File: src/pin_mux_pkg.sv
package pin_mux_pkg;

	// pin function codes held in nonvolatile configuration memory
	typedef enum logic [4:0] {
		FN_TRISTATE   = 5'h00,
		FN_DRIVE1     = 5'h01,
		FN_DRIVE0     = 5'h02,
		FN_RS485_EN   = 5'h03,
		FN_PWR_SWITCH = 5'h04,
		FN_TX_ACT     = 5'h05,
		FN_RX_ACT     = 5'h06,
		FN_ANYLED     = 5'h07,
		FN_SLEEP      = 5'h08,
		FN_CLK24      = 5'h09,
		FN_CLK12      = 5'h0a,
		FN_CLK6       = 5'h0b,
		FN_GPIO       = 5'h0c,
		FN_CHARGER    = 5'h0d,
		FN_CHARGER_N  = 5'h0e,
		FN_WR_STROBE  = 5'h0f,
		FN_RD_STROBE  = 5'h10,
		FN_VBUS_SENSE = 5'h11,
		FN_SOF_TOGGLE = 5'h12,
		FN_KEEP_AWAKE = 5'h13
	} pin_func_e;

	typedef struct packed {
		logic      pulldown_en;
		pin_func_e func;
	} pin_cfg_s;

	localparam pin_func_e FUNC_RESET     = FN_RS485_EN;
	localparam pin_cfg_s  CFG_RESET      = '{pulldown_en: 1'b0,
		func: FN_RS485_EN};

	// register port
	localparam int        ADDR_W         = 4;
	localparam int        DATA_W         = 8;
	localparam logic [3:0] REG_FUNC      = 4'h0;
	localparam logic [3:0] REG_GPIO      = 4'h1;
	localparam logic [3:0] REG_STATUS    = 4'h2;
	localparam int        GPIO_OUT_BIT   = 0;
	localparam int        GPIO_DRV_BIT   = 1;
	localparam int        GPIO_IN_BIT    = 4;
	localparam int        FUNC_PD_BIT    = 7;
	localparam logic [1:0] GPIO_RESET    = 2'h0;

	// clock rate and derived counts
	localparam longint    MCLK_HZ        = 100_000_000;
	localparam longint    MCLK_PERIOD_NS = 10;
	localparam longint    LED_PULSE_NS   = 10_000;
	localparam int        LED_PULSE_CYC  = int'((LED_PULSE_NS
		+ MCLK_PERIOD_NS - 1) / MCLK_PERIOD_NS);
	localparam int        LED_CNT_W      = 10;

	// phase-accumulator steps for the clock outputs
	localparam int        NCO_W          = 32;
	localparam longint    CLK24_HZ       = 24_000_000;
	localparam longint    CLK12_HZ       = 12_000_000;
	localparam longint    CLK6_HZ        = 6_000_000;
	localparam logic [31:0] NCO_STEP_24  =
		32'((CLK24_HZ << 32) / MCLK_HZ);
	localparam logic [31:0] NCO_STEP_12  =
		32'((CLK12_HZ << 32) / MCLK_HZ);
	localparam logic [31:0] NCO_STEP_6   =
		32'((CLK6_HZ << 32) / MCLK_HZ);

endpackage : pin_mux_pkg

File: src/pin_sync3.sv
module pin_sync3
(
	input  wire logic i_mclk,  // device clock
	input  wire logic i_rst_n, // async reset, active low
	input  wire logic i_async, // level from outside the domain
	output logic      o_level  // filtered synchronous level
);

	logic meta_ff;
	logic s2_ff;
	logic s3_ff;
	logic level_ff;

	always_ff @(posedge i_mclk or negedge i_rst_n)
	begin
		if (!i_rst_n)
		begin
			meta_ff <= 1'b1;
			s2_ff   <= 1'b1;
			s3_ff   <= 1'b1;
		end
		else
		begin
			meta_ff <= i_async;
			s2_ff   <= meta_ff;
			s3_ff   <= s2_ff;
		end
	end

	// a change counts only once the second and third stages agree
	always_ff @(posedge i_mclk or negedge i_rst_n)
	begin
		if (!i_rst_n)
			level_ff <= 1'b1;
		else if (s2_ff == s3_ff)
			level_ff <= s3_ff;
	end

	assign o_level = level_ff;

endmodule : pin_sync3

File: src/config_pin_function_mux.sv
// Notes on behaviour
// RULE_01: pin function comes from config memory; blank part gives tx-enable.
// RULE_02: options float the pin, drive constant one, or drive zero.
// RULE_03: tx-enable option drives pin high while serial data is sent.
// RULE_04: power option drives low after configuration, high in suspend.
// RULE_05: tx activity option pulses pin low when sending toward host.
// RULE_06: rx activity option pulses pin low when receiving from host.
// RULE_07: combined activity option pulses low on either direction.
// RULE_08: suspend option holds pin low during suspend, high otherwise.
// RULE_09: clock options output 24, 12 or 6 MHz; stopped in suspend.
// RULE_10: general purpose option lets software drive or read the pin.
// RULE_11: charger option drives high when dedicated charger detected.
// RULE_12: inverted charger option drives complement of charger flag.
// RULE_13: write strobe option outputs active-low bit-bang write strobe.
// RULE_14: read strobe option outputs active-low bit-bang read strobe.
// RULE_15: bus-power option makes pin an input sensing bus power.
// RULE_16: frame option toggles pin on each received start-of-frame.
// RULE_17: keep-awake option: low input blocks suspend when unplugged.
// RULE_18: input pins pulled up; pulled low in suspend when option set.
// RULE_19: code is loaded after reset and held until reset or reload.
//
// The register addresses and the address-and-strobe port were chosen for this implementation.
module config_pin_function_mux
(
	input  wire logic                    i_mclk,        // 100 MHz clock
	input  wire logic                    i_rst_n,       // async reset
	input  wire pin_mux_pkg::pin_cfg_s   i_nvm_cfg,     // stored code
	input  wire logic                    i_nvm_blank,   // unprogrammed
	input  wire logic                    i_nvm_load,    // reload pulse
	input  wire logic                    i_tx_busy,     // serial tx busy
	input  wire logic                    i_usb_cfgd,    // usb configured
	input  wire logic                    i_suspend,     // usb suspend
	input  wire logic                    i_usb_tx_act,  // data to host
	input  wire logic                    i_usb_rx_act,  // data from host
	input  wire logic                    i_charger,     // charger seen
	input  wire logic                    i_bb_wr_n,     // bit-bang wr
	input  wire logic                    i_bb_rd_n,     // bit-bang rd
	input  wire logic                    i_sof,         // sof pulse
	input  wire logic                    i_pin_in,      // pad input
	input  wire logic [3:0]              i_addr,        // reg address
	input  wire logic [7:0]              i_wdata,       // write data
	input  wire logic                    i_wr,          // write strobe
	input  wire logic                    i_rd,          // read strobe
	output logic [7:0]                   o_rdata,       // read data
	output logic                         o_pin_out,     // pad out level
	output logic                         o_pin_oe_n,    // pad drive, low
	output logic                         o_pull_up,     // weak pull-up
	output logic                         o_pull_down,   // weak pull-down
	output logic                         o_vbus_present,// bus power
	output logic                         o_keep_awake   // block suspend
);
	import pin_mux_pkg::*;

	function automatic logic is_input_func(input pin_func_e f,
		input logic gpio_drv);
		begin
			is_input_func = (f == FN_TRISTATE) || (f == FN_VBUS_SENSE)
				|| (f == FN_KEEP_AWAKE) || ((f == FN_GPIO) && !gpio_drv);
		end
	endfunction : is_input_func

	function automatic logic is_clk_func(input pin_func_e f);
		begin
			is_clk_func = (f == FN_CLK24) || (f == FN_CLK12)
				|| (f == FN_CLK6);
		end
	endfunction : is_clk_func

	pin_cfg_s               cfg_ff;
	logic                   load_pend_ff;
	logic                   cfg_load;
	logic [1:0]             gpio_ff;
	logic                   sof_tog_ff;
	logic [NCO_W-1:0]       nco_ff;
	logic [NCO_W-1:0]       nco_step;
	logic [LED_CNT_W-1:0]   led_cnt_ff [3];
	logic [2:0]             led_act;
	logic                   pin_sync;
	logic                   pin_out_ff;
	logic                   pin_oe_n_ff;
	logic                   pull_up_ff;
	logic                   pull_down_ff;
	logic                   vbus_ff;
	logic                   keep_awake_ff;
	logic [7:0]             rdata_ff;
	logic                   nxt_pin_out;
	logic                   nxt_pin_oe_n;
	logic [7:0]             nxt_rdata;

	pin_sync3 u_pin_sync
	(
		.i_mclk  (i_mclk),
		.i_rst_n (i_rst_n),
		.i_async (i_pin_in),
		.o_level (pin_sync)
	);

	// configuration capture, first cycle after reset and on reload
	assign cfg_load = load_pend_ff || i_nvm_load;

	always_ff @(posedge i_mclk or negedge i_rst_n)
	begin
		if (!i_rst_n)
			load_pend_ff <= 1'b1;
		else
			load_pend_ff <= 1'b0;
	end

	always_ff @(posedge i_mclk or negedge i_rst_n)
	begin
		if (!i_rst_n)
			cfg_ff <= CFG_RESET;
		else if (cfg_load)
		begin
			if (i_nvm_blank)
				cfg_ff <= CFG_RESET; // RULE_01
			else
				cfg_ff <= i_nvm_cfg; // RULE_19
		end
	end

	// software-owned pin state for the general purpose option
	always_ff @(posedge i_mclk or negedge i_rst_n)
	begin
		if (!i_rst_n)
			gpio_ff <= GPIO_RESET;
		else if (i_wr && (i_addr == REG_GPIO))
			gpio_ff <= {i_wdata[GPIO_DRV_BIT], i_wdata[GPIO_OUT_BIT]}; // RULE_10
	end

	always_ff @(posedge i_mclk or negedge i_rst_n)
	begin
		if (!i_rst_n)
			sof_tog_ff <= 1'b0;
		else if (i_sof)
			sof_tog_ff <= !sof_tog_ff; // RULE_16
	end

	// phase accumulator; its top bit is the clock output
	always_comb
	begin
		case (cfg_ff.func)
			FN_CLK24: nco_step = NCO_STEP_24;
			FN_CLK12: nco_step = NCO_STEP_12;
			FN_CLK6:  nco_step = NCO_STEP_6;
			default:  nco_step = '0;
		endcase
	end

	always_ff @(posedge i_mclk or negedge i_rst_n)
	begin
		if (!i_rst_n)
			nco_ff <= '0;
		else if (i_suspend || !is_clk_func(cfg_ff.func))
			nco_ff <= '0; // RULE_09
		else
			nco_ff <= nco_ff + nco_step; // RULE_09
	end

	// activity pulse stretchers: tx, rx, either
	assign led_act = {i_usb_tx_act || i_usb_rx_act, i_usb_rx_act,
		i_usb_tx_act};

	always_ff @(posedge i_mclk or negedge i_rst_n)
	begin
		if (!i_rst_n)
		begin
			for (int i = 0; i < 3; i++)
				led_cnt_ff[i] <= '0;
		end
		else
		begin
			for (int i = 0; i < 3; i++)
			begin
				if (led_act[i])
					led_cnt_ff[i] <= LED_CNT_W'(LED_PULSE_CYC);
				else if (led_cnt_ff[i] != '0)
					led_cnt_ff[i] <= led_cnt_ff[i] - 1'b1;
			end
		end
	end

	// pad output selection
	always_comb
	begin
		nxt_pin_out  = 1'b1;
		nxt_pin_oe_n = 1'b0;
		case (cfg_ff.func)
			FN_TRISTATE:
				nxt_pin_oe_n = 1'b1; // RULE_02
			FN_DRIVE1:
				nxt_pin_out = 1'b1; // RULE_02
			FN_DRIVE0:
				nxt_pin_out = 1'b0; // RULE_02
			FN_RS485_EN:
				nxt_pin_out = i_tx_busy; // RULE_03
			FN_PWR_SWITCH:
				nxt_pin_out = !(i_usb_cfgd && !i_suspend); // RULE_04
			FN_TX_ACT:
				nxt_pin_out = (led_cnt_ff[0] == '0); // RULE_05
			FN_RX_ACT:
				nxt_pin_out = (led_cnt_ff[1] == '0); // RULE_06
			FN_ANYLED:
				nxt_pin_out = (led_cnt_ff[2] == '0); // RULE_07
			FN_SLEEP:
				nxt_pin_out = !i_suspend; // RULE_08
			FN_CLK24, FN_CLK12, FN_CLK6:
				nxt_pin_out = nco_ff[NCO_W-1]; // RULE_09
			FN_GPIO:
			begin
				nxt_pin_out  = gpio_ff[0]; // RULE_10
				nxt_pin_oe_n = !gpio_ff[1]; // RULE_10
			end
			FN_CHARGER:
				nxt_pin_out = i_charger; // RULE_11
			FN_CHARGER_N:
				nxt_pin_out = !i_charger; // RULE_12
			FN_WR_STROBE:
				nxt_pin_out = i_bb_wr_n; // RULE_13
			FN_RD_STROBE:
				nxt_pin_out = i_bb_rd_n; // RULE_14
			FN_VBUS_SENSE, FN_KEEP_AWAKE:
				nxt_pin_oe_n = 1'b1; // RULE_15 RULE_17
			FN_SOF_TOGGLE:
				nxt_pin_out = sof_tog_ff; // RULE_16
			default:
				nxt_pin_oe_n = 1'b1;
		endcase
	end

	always_ff @(posedge i_mclk or negedge i_rst_n)
	begin
		if (!i_rst_n)
		begin
			pin_out_ff  <= 1'b1;
			pin_oe_n_ff <= 1'b1;
		end
		else
		begin
			pin_out_ff  <= nxt_pin_out;
			pin_oe_n_ff <= nxt_pin_oe_n;
		end
	end

	// weak pulls on an input pad
	always_ff @(posedge i_mclk or negedge i_rst_n)
	begin
		if (!i_rst_n)
		begin
			pull_up_ff   <= 1'b1;
			pull_down_ff <= 1'b0;
		end
		else if (is_input_func(cfg_ff.func, gpio_ff[1]))
		begin
			pull_down_ff <= cfg_ff.pulldown_en && i_suspend; // RULE_18
			pull_up_ff   <= !(cfg_ff.pulldown_en && i_suspend); // RULE_18
		end
		else
		begin
			pull_up_ff   <= 1'b0;
			pull_down_ff <= 1'b0;
		end
	end

	// sensed inputs
	always_ff @(posedge i_mclk or negedge i_rst_n)
	begin
		if (!i_rst_n)
		begin
			vbus_ff       <= 1'b0;
			keep_awake_ff <= 1'b0;
		end
		else
		begin
			vbus_ff       <= (cfg_ff.func == FN_VBUS_SENSE) && pin_sync; // RULE_15
			keep_awake_ff <= (cfg_ff.func == FN_KEEP_AWAKE) && !pin_sync; // RULE_17
		end
	end

	// register reads, data valid the cycle after the strobe
	always_comb
	begin
		nxt_rdata = 8'h00;
		case (i_addr)
			REG_FUNC:
			begin
				nxt_rdata[4:0]         = cfg_ff.func; // RULE_19
				nxt_rdata[FUNC_PD_BIT] = cfg_ff.pulldown_en;
			end
			REG_GPIO:
			begin
				nxt_rdata[GPIO_OUT_BIT] = gpio_ff[0];
				nxt_rdata[GPIO_DRV_BIT] = gpio_ff[1];
				nxt_rdata[GPIO_IN_BIT]  = pin_sync; // RULE_10
			end
			REG_STATUS:
				nxt_rdata[3:0] = {i_charger, i_suspend, keep_awake_ff,
					vbus_ff};
			default:
				nxt_rdata = 8'h00;
		endcase
	end

	always_ff @(posedge i_mclk or negedge i_rst_n)
	begin
		if (!i_rst_n)
			rdata_ff <= 8'h00;
		else if (i_rd)
			rdata_ff <= nxt_rdata;
		else
			rdata_ff <= 8'h00;
	end

	assign o_rdata        = rdata_ff;
	assign o_pin_out      = pin_out_ff;
	assign o_pin_oe_n     = pin_oe_n_ff;
	assign o_pull_up      = pull_up_ff;
	assign o_pull_down    = pull_down_ff;
	assign o_vbus_present = vbus_ff;
	assign o_keep_awake   = keep_awake_ff;
endmodule : config_pin_function_mux

File: config.mk
export PLATFORM = sky130hd
export DESIGN_NAME = config_pin_function_mux
export DESIGN_NICKNAME = d
export VERILOG_FILES = /design/src/pin_mux_pkg.sv /design/src/pin_sync3.sv /design/src/config_pin_function_mux.sv
export SDC_FILE = /design/constraint.sdc
export NUM_CORES = 1
export LEC_CHECK = 0
export BUFFER_PORTS_ARGS = -buffer_cell sky130_fd_sc_hd__buf_2
export CAP_MARGIN = 30
export CORE_MARGIN = 4
export CORE_UTILIZATION = 30
export DETAILED_ROUTE_END_ITERATION = 10
export PLACE_DENSITY = 0.49
export SETUP_SLACK_MARGIN = 0.02
export SYNTH_ARGS = -nofsm -noshare
export SYNTH_HDL_FRONTEND = slang
export SYNTH_SLANG_ARGS = --single-unit
export TNS_END_PERCENT = 20
File: constraint.sdc
create_clock -name i_mclk -period 6 [get_ports i_mclk]
set_clock_uncertainty 0.2 [all_clocks]
set_input_delay 1.8 -clock i_mclk [delete_from_list [all_inputs] [get_ports i_mclk]]
set_output_delay 1.8 -clock i_mclk [all_outputs]
set_load 0.01 [all_outputs]
==> results of run 1 <==
## metrics by stage
step	util (%)	hold slack (ps)	setup slack (ps)	std cells	power, mW
finish	34.99	159.2	1730	813	1.335
global route	34.99	163.2	1448	813	1.414
CTS	34.99	159.9	1724	813	1.360
detailed placement	33.35	148.4	1751	797	0.8268
global placement	33.19	148.8	1703	796	0.8205
floorplan	-	145.2	2399	557	0.7670
## report_power, final
part	switching, mW	total (mW)	leakage [nW]	internal, mW
combinational	0.0917	0.156	1.29	0.0647
sequential	0.0300	0.657	1.08	0.627
clock	0.239	0.521	0.125	0.282
total	0.361	1.33	2.50	0.973
## kinds of logic after synthesis
family                   Yosys count  share of synthesized area [%]
AO/OA/AOI/OAI                    127                          15.75
flip-flops                        88                          43.08
AND/OR/NAND/NOR                  223                          21.98
adder cells (fa/ha/maj)           32                          7.885
multiplexers                      10                          1.996
XOR/XNOR                          38                          6.474
other                              1                        0.07294
buffers and inverters             36                          2.774
## cells in the mapped netlist (14+ instances only)
master,count,area share [%]
dfrtp_1,78,38
nor2_1,62,4.5
a21oi_1,43,4.2
nand2_1,43,3.1
o21ai_0,32,3.1
ha_1,30,7.3
xnor2_1,26,4.4
nor3_1,20,1.9
clkbuf_1,19,1.4
inv_1,15,1.1
nand2b_1,15,1.8
nand3_1,14,1.4
## cell type report
cell class	instances	area [µm²]
Clock buffer	10	229.0
Clock inverter	6	45.04
Fill cell	1722	10860
Inverter	15	56.30
Multi-Input combinational cell	433	2791
Sequential cell	88	2215
Tap cell	220	275.3
Timing Repair Buffer	41	232.7
## cells in the final DEF (no fill, tap or decap), types with 3 or more instances in the layout
cell type | netlist | final
xnor2_1 | 26 | 26
nand2b_1 | 15 | 15
mux2i_1 | 8 | 8
a21o_1 | 11 | 11
o211ai_1 | 3 | 3
nor2b_1 | 10 | 10
a211oi_1 | 3 | 3
buf_2 | 0 | 38
o21a_1 | 4 | 4
and3_1 | 7 | 7
nand2_1 | 43 | 43
dfrtp_1 | 78 | 78
nor3_1 | 20 | 20
ha_1 | 30 | 30
clkinvlp_4 | 0 | 3
a21oi_1 | 43 | 43
clkbuf_16 | 0 | 9
o21ai_2 | 3 | 3
a31o_2 | 4 | 4
nor2_1 | 62 | 62
nand3b_1 | 5 | 5
or3_1 | 9 | 9
conb_1 | 1 | 3
o21bai_1 | 6 | 6
xor2_1 | 12 | 12
and2_1 | 7 | 7
o21ai_0 | 32 | 32
inv_1 | 15 | 15
dfstp_2 | 10 | 10
nor3b_1 | 6 | 6
nand4_1 | 8 | 8
nor4_1 | 5 | 5
nand3_1 | 14 | 14
## layer usage
metal	vias to the layer above	GRT usage (%)	part of all wire, %
li1	2024	-	-
met1	1865	16.43	50
met2	41	19.38	46
met3	10	3.655	2.8
met4	0	2.317	0.79
met5	-	0	0
## critical path: stages, from the launching register on
cell,delay (ps)
dfrtp_1,520
or3b_2,530
nor2_1,500
ha_1,290
inv_1,60
fa_1,380
nor2b_1,170
o21ai_0,120
a21boi_1,240
nor2_1,110
o21ai_2,280
a21oi_1,160
nor2b_1,170
or3_1,340
a21oi_1,130
## worst paths after layout
check	slack (ps)	to	from	depth (start not counted)
worst min-delay path	160	u_pin_sync.s2_ff	u_pin_sync.meta_ff	0
min in group asynchronous	1310	led_cnt_ff[14]	i_rst_n	1
worst max-delay path	1730	nco_ff[28]	cfg_ff[4]	14
worst max register to register	1730	nco_ff[28]	cfg_ff[4]	14
max in group asynchronous	3340	o_pin_oe_n	i_rst_n	2
worst min register to register	160	u_pin_sync.s2_ff	u_pin_sync.meta_ff	0
## state kept, by name, summed over array words and instances (netlist names)
signal              count
u_pin_sync.s2_ff        1
o_pull_down             1
u_pin_sync.s3_ff        1
u_pin_sync.o_level      1
u_pin_sync.meta_ff      1
o_pin_out               1
gpio_ff                 2
load_pend_ff            1
o_vbus_present          1
o_pin_oe_n              1
o_keep_awake            1
sof_tog_ff              1
cfg_ff                  6
o_rdata                 6
o_pull_up               1
led_cnt_ff             30
nco_ff                 32
==> qor.yml, run 1 <==
synth:
  ys.flop_type: "dfrtp_1"
  avgSynthCellArea_um2: 9.263
  ys_warn_count: 0
  synthCells: 555
  async_reset_ff_share_pct: 100.0
  synth_area_um2: 5141
  synth_edf_count: 0
  synth_cell_type_count: 59
  synth-seq-cells: 88
  seq_area_frac_synth_pct: 43.08
timing:
  rsz0062_at_grt: "false"
  max_slew_margin_pct: 51.87
  timing.fmax_ghz: 0.2342
  finalHoldViolCount: 0
  fin_crit_ps: 4270
  worstMarginPinSlew_ps: 722.0
  tns_ps: 0
  setup_violations: 0
  report.final.slew_viol_count: 0
  timing.final.crit_share_pct: 71.16
setup_path:
  path_class: "register to register"
  end_kind: "register"
  worstPathRequired_ps: 6070
  crit_path_start_kind: "register"
  crit_arrival_ps: 4340
  path_max_fanout: 15
cells_and_area:
  syn_to_final_growth_pct: 13.68
  final_nets: 653
  diodes: 0
  drive_gt1_share_pct: 14.84
  design_area_um2: 5844
detailed_routing:
  wl_per_cell_um: 14.06
  route.detailed.drc: 0
  drtPass1Iterations: 4
  ant_nets: 0
  drtIter0Drc: 199
  drt_wl_total_um: 11430
  viasPerCell: 4.846
  vias: 3940
clock_tree:
  cts_resized: 0
  cts_root_buffer: "clkbuf_16"
  cts_setup_buffers: 0
  cts_buffer_depth: 2
  worstSkewPairLatency_ps: 350
  cts-buffers-inserted: 9
  holdBufCountCts: 0
  cts.sinks: 88
  clk_pin_slew_ps: 60
  htreeDepth: 3
  cts_tree: "yes"
pwr:
  vdd_drop_max_uv: 123.5
  power_per_cell_area_nw_per_um2: 228.4
  p_leak_nw: 2.504
die:
  die_x_um: 138.9
  die-area_um2: 19300
  start_util_pct: 30.78
  pin_count: 48
  die_h_um: 138.9
  num_rows: 47
  core_area_um2: 16700
global_route:
  grt_pass1_wl_um: 19230
  antenna_found_initial: 0
  grt_pass1_vias: 3915
  grt.total_usage_pct: 12.11
  overflow: 0
  grt_max_degree: 54
min_path:
  min_path_type: "register to register"
place:
  gp_congestion: 0.7922
  port-buffer-count: 39
  dp_hpwl_um: 8424
  dpl_cell_area_um2: 5570
job:
  maxCapViolations: 0
status:
  outcome: "completed"
Note: power is estimated with default switching activity, not from simulation.
==> run 2, diff against run 1 <==
--- a/config.mk
+++ b/config.mk
@@ -10,7 +10,7 @@
 export CORE_MARGIN = 4
 export CORE_UTILIZATION = 30
 export DETAILED_ROUTE_END_ITERATION = 10
-export PLACE_DENSITY = 0.49
+export PLACE_DENSITY = 0.51
 export SETUP_SLACK_MARGIN = 0.02
 export SYNTH_ARGS = -nofsm -noshare
 export SYNTH_HDL_FRONTEND = slang
==> constraint.sdc (replaced) <==
create_clock -name i_mclk -period 3.5 [get_ports i_mclk]
set_clock_uncertainty 0.2 [all_clocks]
set_input_delay 1.05 -clock i_mclk [delete_from_list [all_inputs] [get_ports i_mclk]]
set_output_delay 1.05 -clock i_mclk [all_outputs]
set_load 0.01 [all_outputs]
==> run 2 against run 1 <==
  * Largest cell class unchanged
  * Sequential share of layout area fell by 2.9 points
  * Die area is the same
  * Core utilization is 3.0 points higher
  * Routed wire length is 3.8% higher
  * Count of clock-buffer cells in the layout unchanged
  * Critical path depth increased by 1
  * Global-route usage increased by 0.44 points
  * First-iteration DRC count is 9.5% lower
  * Critical endpoint is now nco_ff[26]
==> qor.yml, run 2 (synthesis results as in run 1) <==
status:
  outcome: "completed"  # unchanged
min_path:
  min_path_type: "register to register"  # unchanged
clock_tree:
  cts.sinks: 88  # unchanged
  htreeDepth: 3  # unchanged
  cts_tree: "yes"  # unchanged
  cts_buffer_depth: 2  # unchanged
  holdBufCountCts: 0  # unchanged
  cts_root_buffer: "clkbuf_16"  # unchanged
  worstSkewPairLatency_ps: 340  # was 350 ps
  cts-buffers-inserted: 9  # unchanged
  clk_pin_slew_ps: 70  # was 60 ps
place:
  dp_hpwl_um: 8935  # was 8424 µm
  pre_cts_slack_ps: -26.37  # was 1751 ps
  gp_congestion: 0.8062  # was 0.7922
  dpl_cell_area_um2: 5861  # was 5570 µm²
  port-buffer-count: 39  # unchanged
timing:
  timing.fmax_ghz: 0.3015  # was 0.2342 GHz
  rsz0062_at_grt: "true"  # was false
  setup_violations: 0  # unchanged
  report.final.slew_viol_count: 0  # unchanged
  timing.final.crit_share_pct: 94.76  # was 71.16%
  fin_ws_ps: 183.4  # was 1730 ps
  finalHoldViolCount: 0  # unchanged
  max_slew_margin_pct: 57.57  # was 51.87%
  fin_crit_ps: 3317  # was 4270 ps
  tns_ps: 0  # unchanged
  worstMarginPinSlew_ps: 634.1  # was 722.0 ps
cells_and_area:
  syn_to_final_growth_pct: 23.27  # was 13.68%
  largest_reg_flops: 32  # unchanged
  final_cell_mix: "dfrtp_1 (78), nor2_1 (60), nand2_1 (43)"  # was dfrtp_1 (78), nor2_1 (62), nand2_1 (43), a21oi_1 (43), buf_2 (38)
  fin_util_pct: 37.95  # was 34.99%
  diodes: 0  # unchanged
  register_area_um2: 2215  # unchanged
  layout_commonest_cell: "dfrtp_1"  # unchanged
  top_regs: "nco_ff (32), led_cnt_ff (30)"  # unchanged
  drive_gt1_share_pct: 23.11  # was 14.84%
  design_area_um2: 6337  # was 5844 µm²
  multi_input_area_um2: 2877  # was 2791 µm²
  nFillCells: 1685  # was 1,722
  final_nets: 696  # was 653
  regMostFlops: "nco_ff"  # unchanged
job:
  maxCapViolations: 0  # unchanged
die:
  num_rows: 47  # unchanged
  core_area_um2: 16700  # unchanged
  pin_count: 48  # unchanged
  start_util_pct: 30.78  # unchanged
  die_x_um: 138.9  # unchanged
  die-area_um2: 19300  # unchanged
  die_h_um: 138.9  # unchanged
global_route:
  grt_max_degree: 39  # was 54
  grt_pass1_wl_um: 20200  # was 19,230 µm
  overflow: 0  # unchanged
  grt_pass1_vias: 4132  # was 3,915
  grt.total_usage_pct: 12.56  # was 12.11%
  antenna_found_initial: 0  # unchanged
detailed_routing:
  wl_per_cell_um: 13.86  # was 14.06 µm
  route.detailed.drc: 0  # unchanged
  drtIter0Drc: 180  # was 199
  viasPerCell: 4.886  # was 4.846
  vias: 4182  # was 3,940
  ant_nets: 0  # unchanged
  drt_wl_total_um: 11870  # was 11,430 µm
  drtPass1Iterations: 4  # unchanged
setup_path:
  end_kind: "register"  # unchanged
  crit_path_start_kind: "register"  # unchanged
  path_class: "register to register"  # unchanged
  worstPathRequired_ps: 3530  # was 6070 ps
  path_max_fanout: 9  # was 15
  rrSetupSlack_ps: 180  # was 1730 ps
  crit_arrival_ps: 3340  # was 4340 ps
pwr:
  power_per_cell_area_nw_per_um2: 397.0  # was 228.4 nW/µm²
  p_total_mw: 2.516  # was 1.335 mW
  p_leak_nw: 2.773  # was 2.504 nW
  vdd_drop_max_uv: 245.1  # was 123.5 µV
run 2: through the flow:
stage,hold WS (ps),std cells
finish,159.0,856
global route,164.3,856
CTS,157.9,851
detailed placement,147.6,833
global placement,146.4,832
floorplan,145.2,557
run 2: where the power goes:
part           switching, mW  total (mW)  internal (mW)  leakage [nW]
clock                  0.428        1.09          0.658         0.167
combinational          0.178       0.315          0.137          1.52
sequential            0.0415        1.12           1.07          1.08
total                  0.647        2.52           1.87          2.77
run 2: final timing paths:
check	cells past startpoint	start	end
max in group asynchronous	2	i_rst_n	o_pull_up
hold / removal	0	u_pin_sync.meta_ff	u_pin_sync.s2_ff
hold reg to reg	0	u_pin_sync.meta_ff	u_pin_sync.s2_ff
setup reg to reg	15	cfg_ff[2]	nco_ff[26]
min in group asynchronous	1	i_rst_n	nco_ff[15]
setup / recovery	15	cfg_ff[2]	nco_ff[26]
run 2: layout make-up:
type / count / area share (%)
multi-input cells: 433 / 45.39
flip-flops and latches: 88 / 34.95
repair buffers: 84 / 9.082
well taps: 220 / 4.344
clock buffers: 10 / 3.771
clock inverters: 6 / 1.579
inverters: 15 / 0.8884
run 2: metal layers:
metal / GRT usage, % / part of all wire, % / vias up
li1: - / - / 2109
met1: 16.91 / 47 / 1991
met2: 20.66 / 47 / 64
met3: 2.862 / 3.9 / 18
met4: 2.884 / 1.5 / 0
met5: 0 / 0 / -
run 2: critical path: stages (launching register included):
cell,delay [ps]
dfrtp_1,380
buf_4,170
nor3b_2,170
buf_4,140
and2_4,190
nor2b_1,130
buf_4,150
ha_1,270
and3_1,190
a21oi_1,250
o21ai_4,120
buf_4,150
a21o_1,190
a21oi_1,250
xnor2_1,90
and2_1,160
run 2: what timing repair did:
item / in CTS / in global routing
setup buffers: 2 / 5
setup endpoints to repair: 3 / 17
pin swaps: 1 / 11
resized for setup: 1 / 24
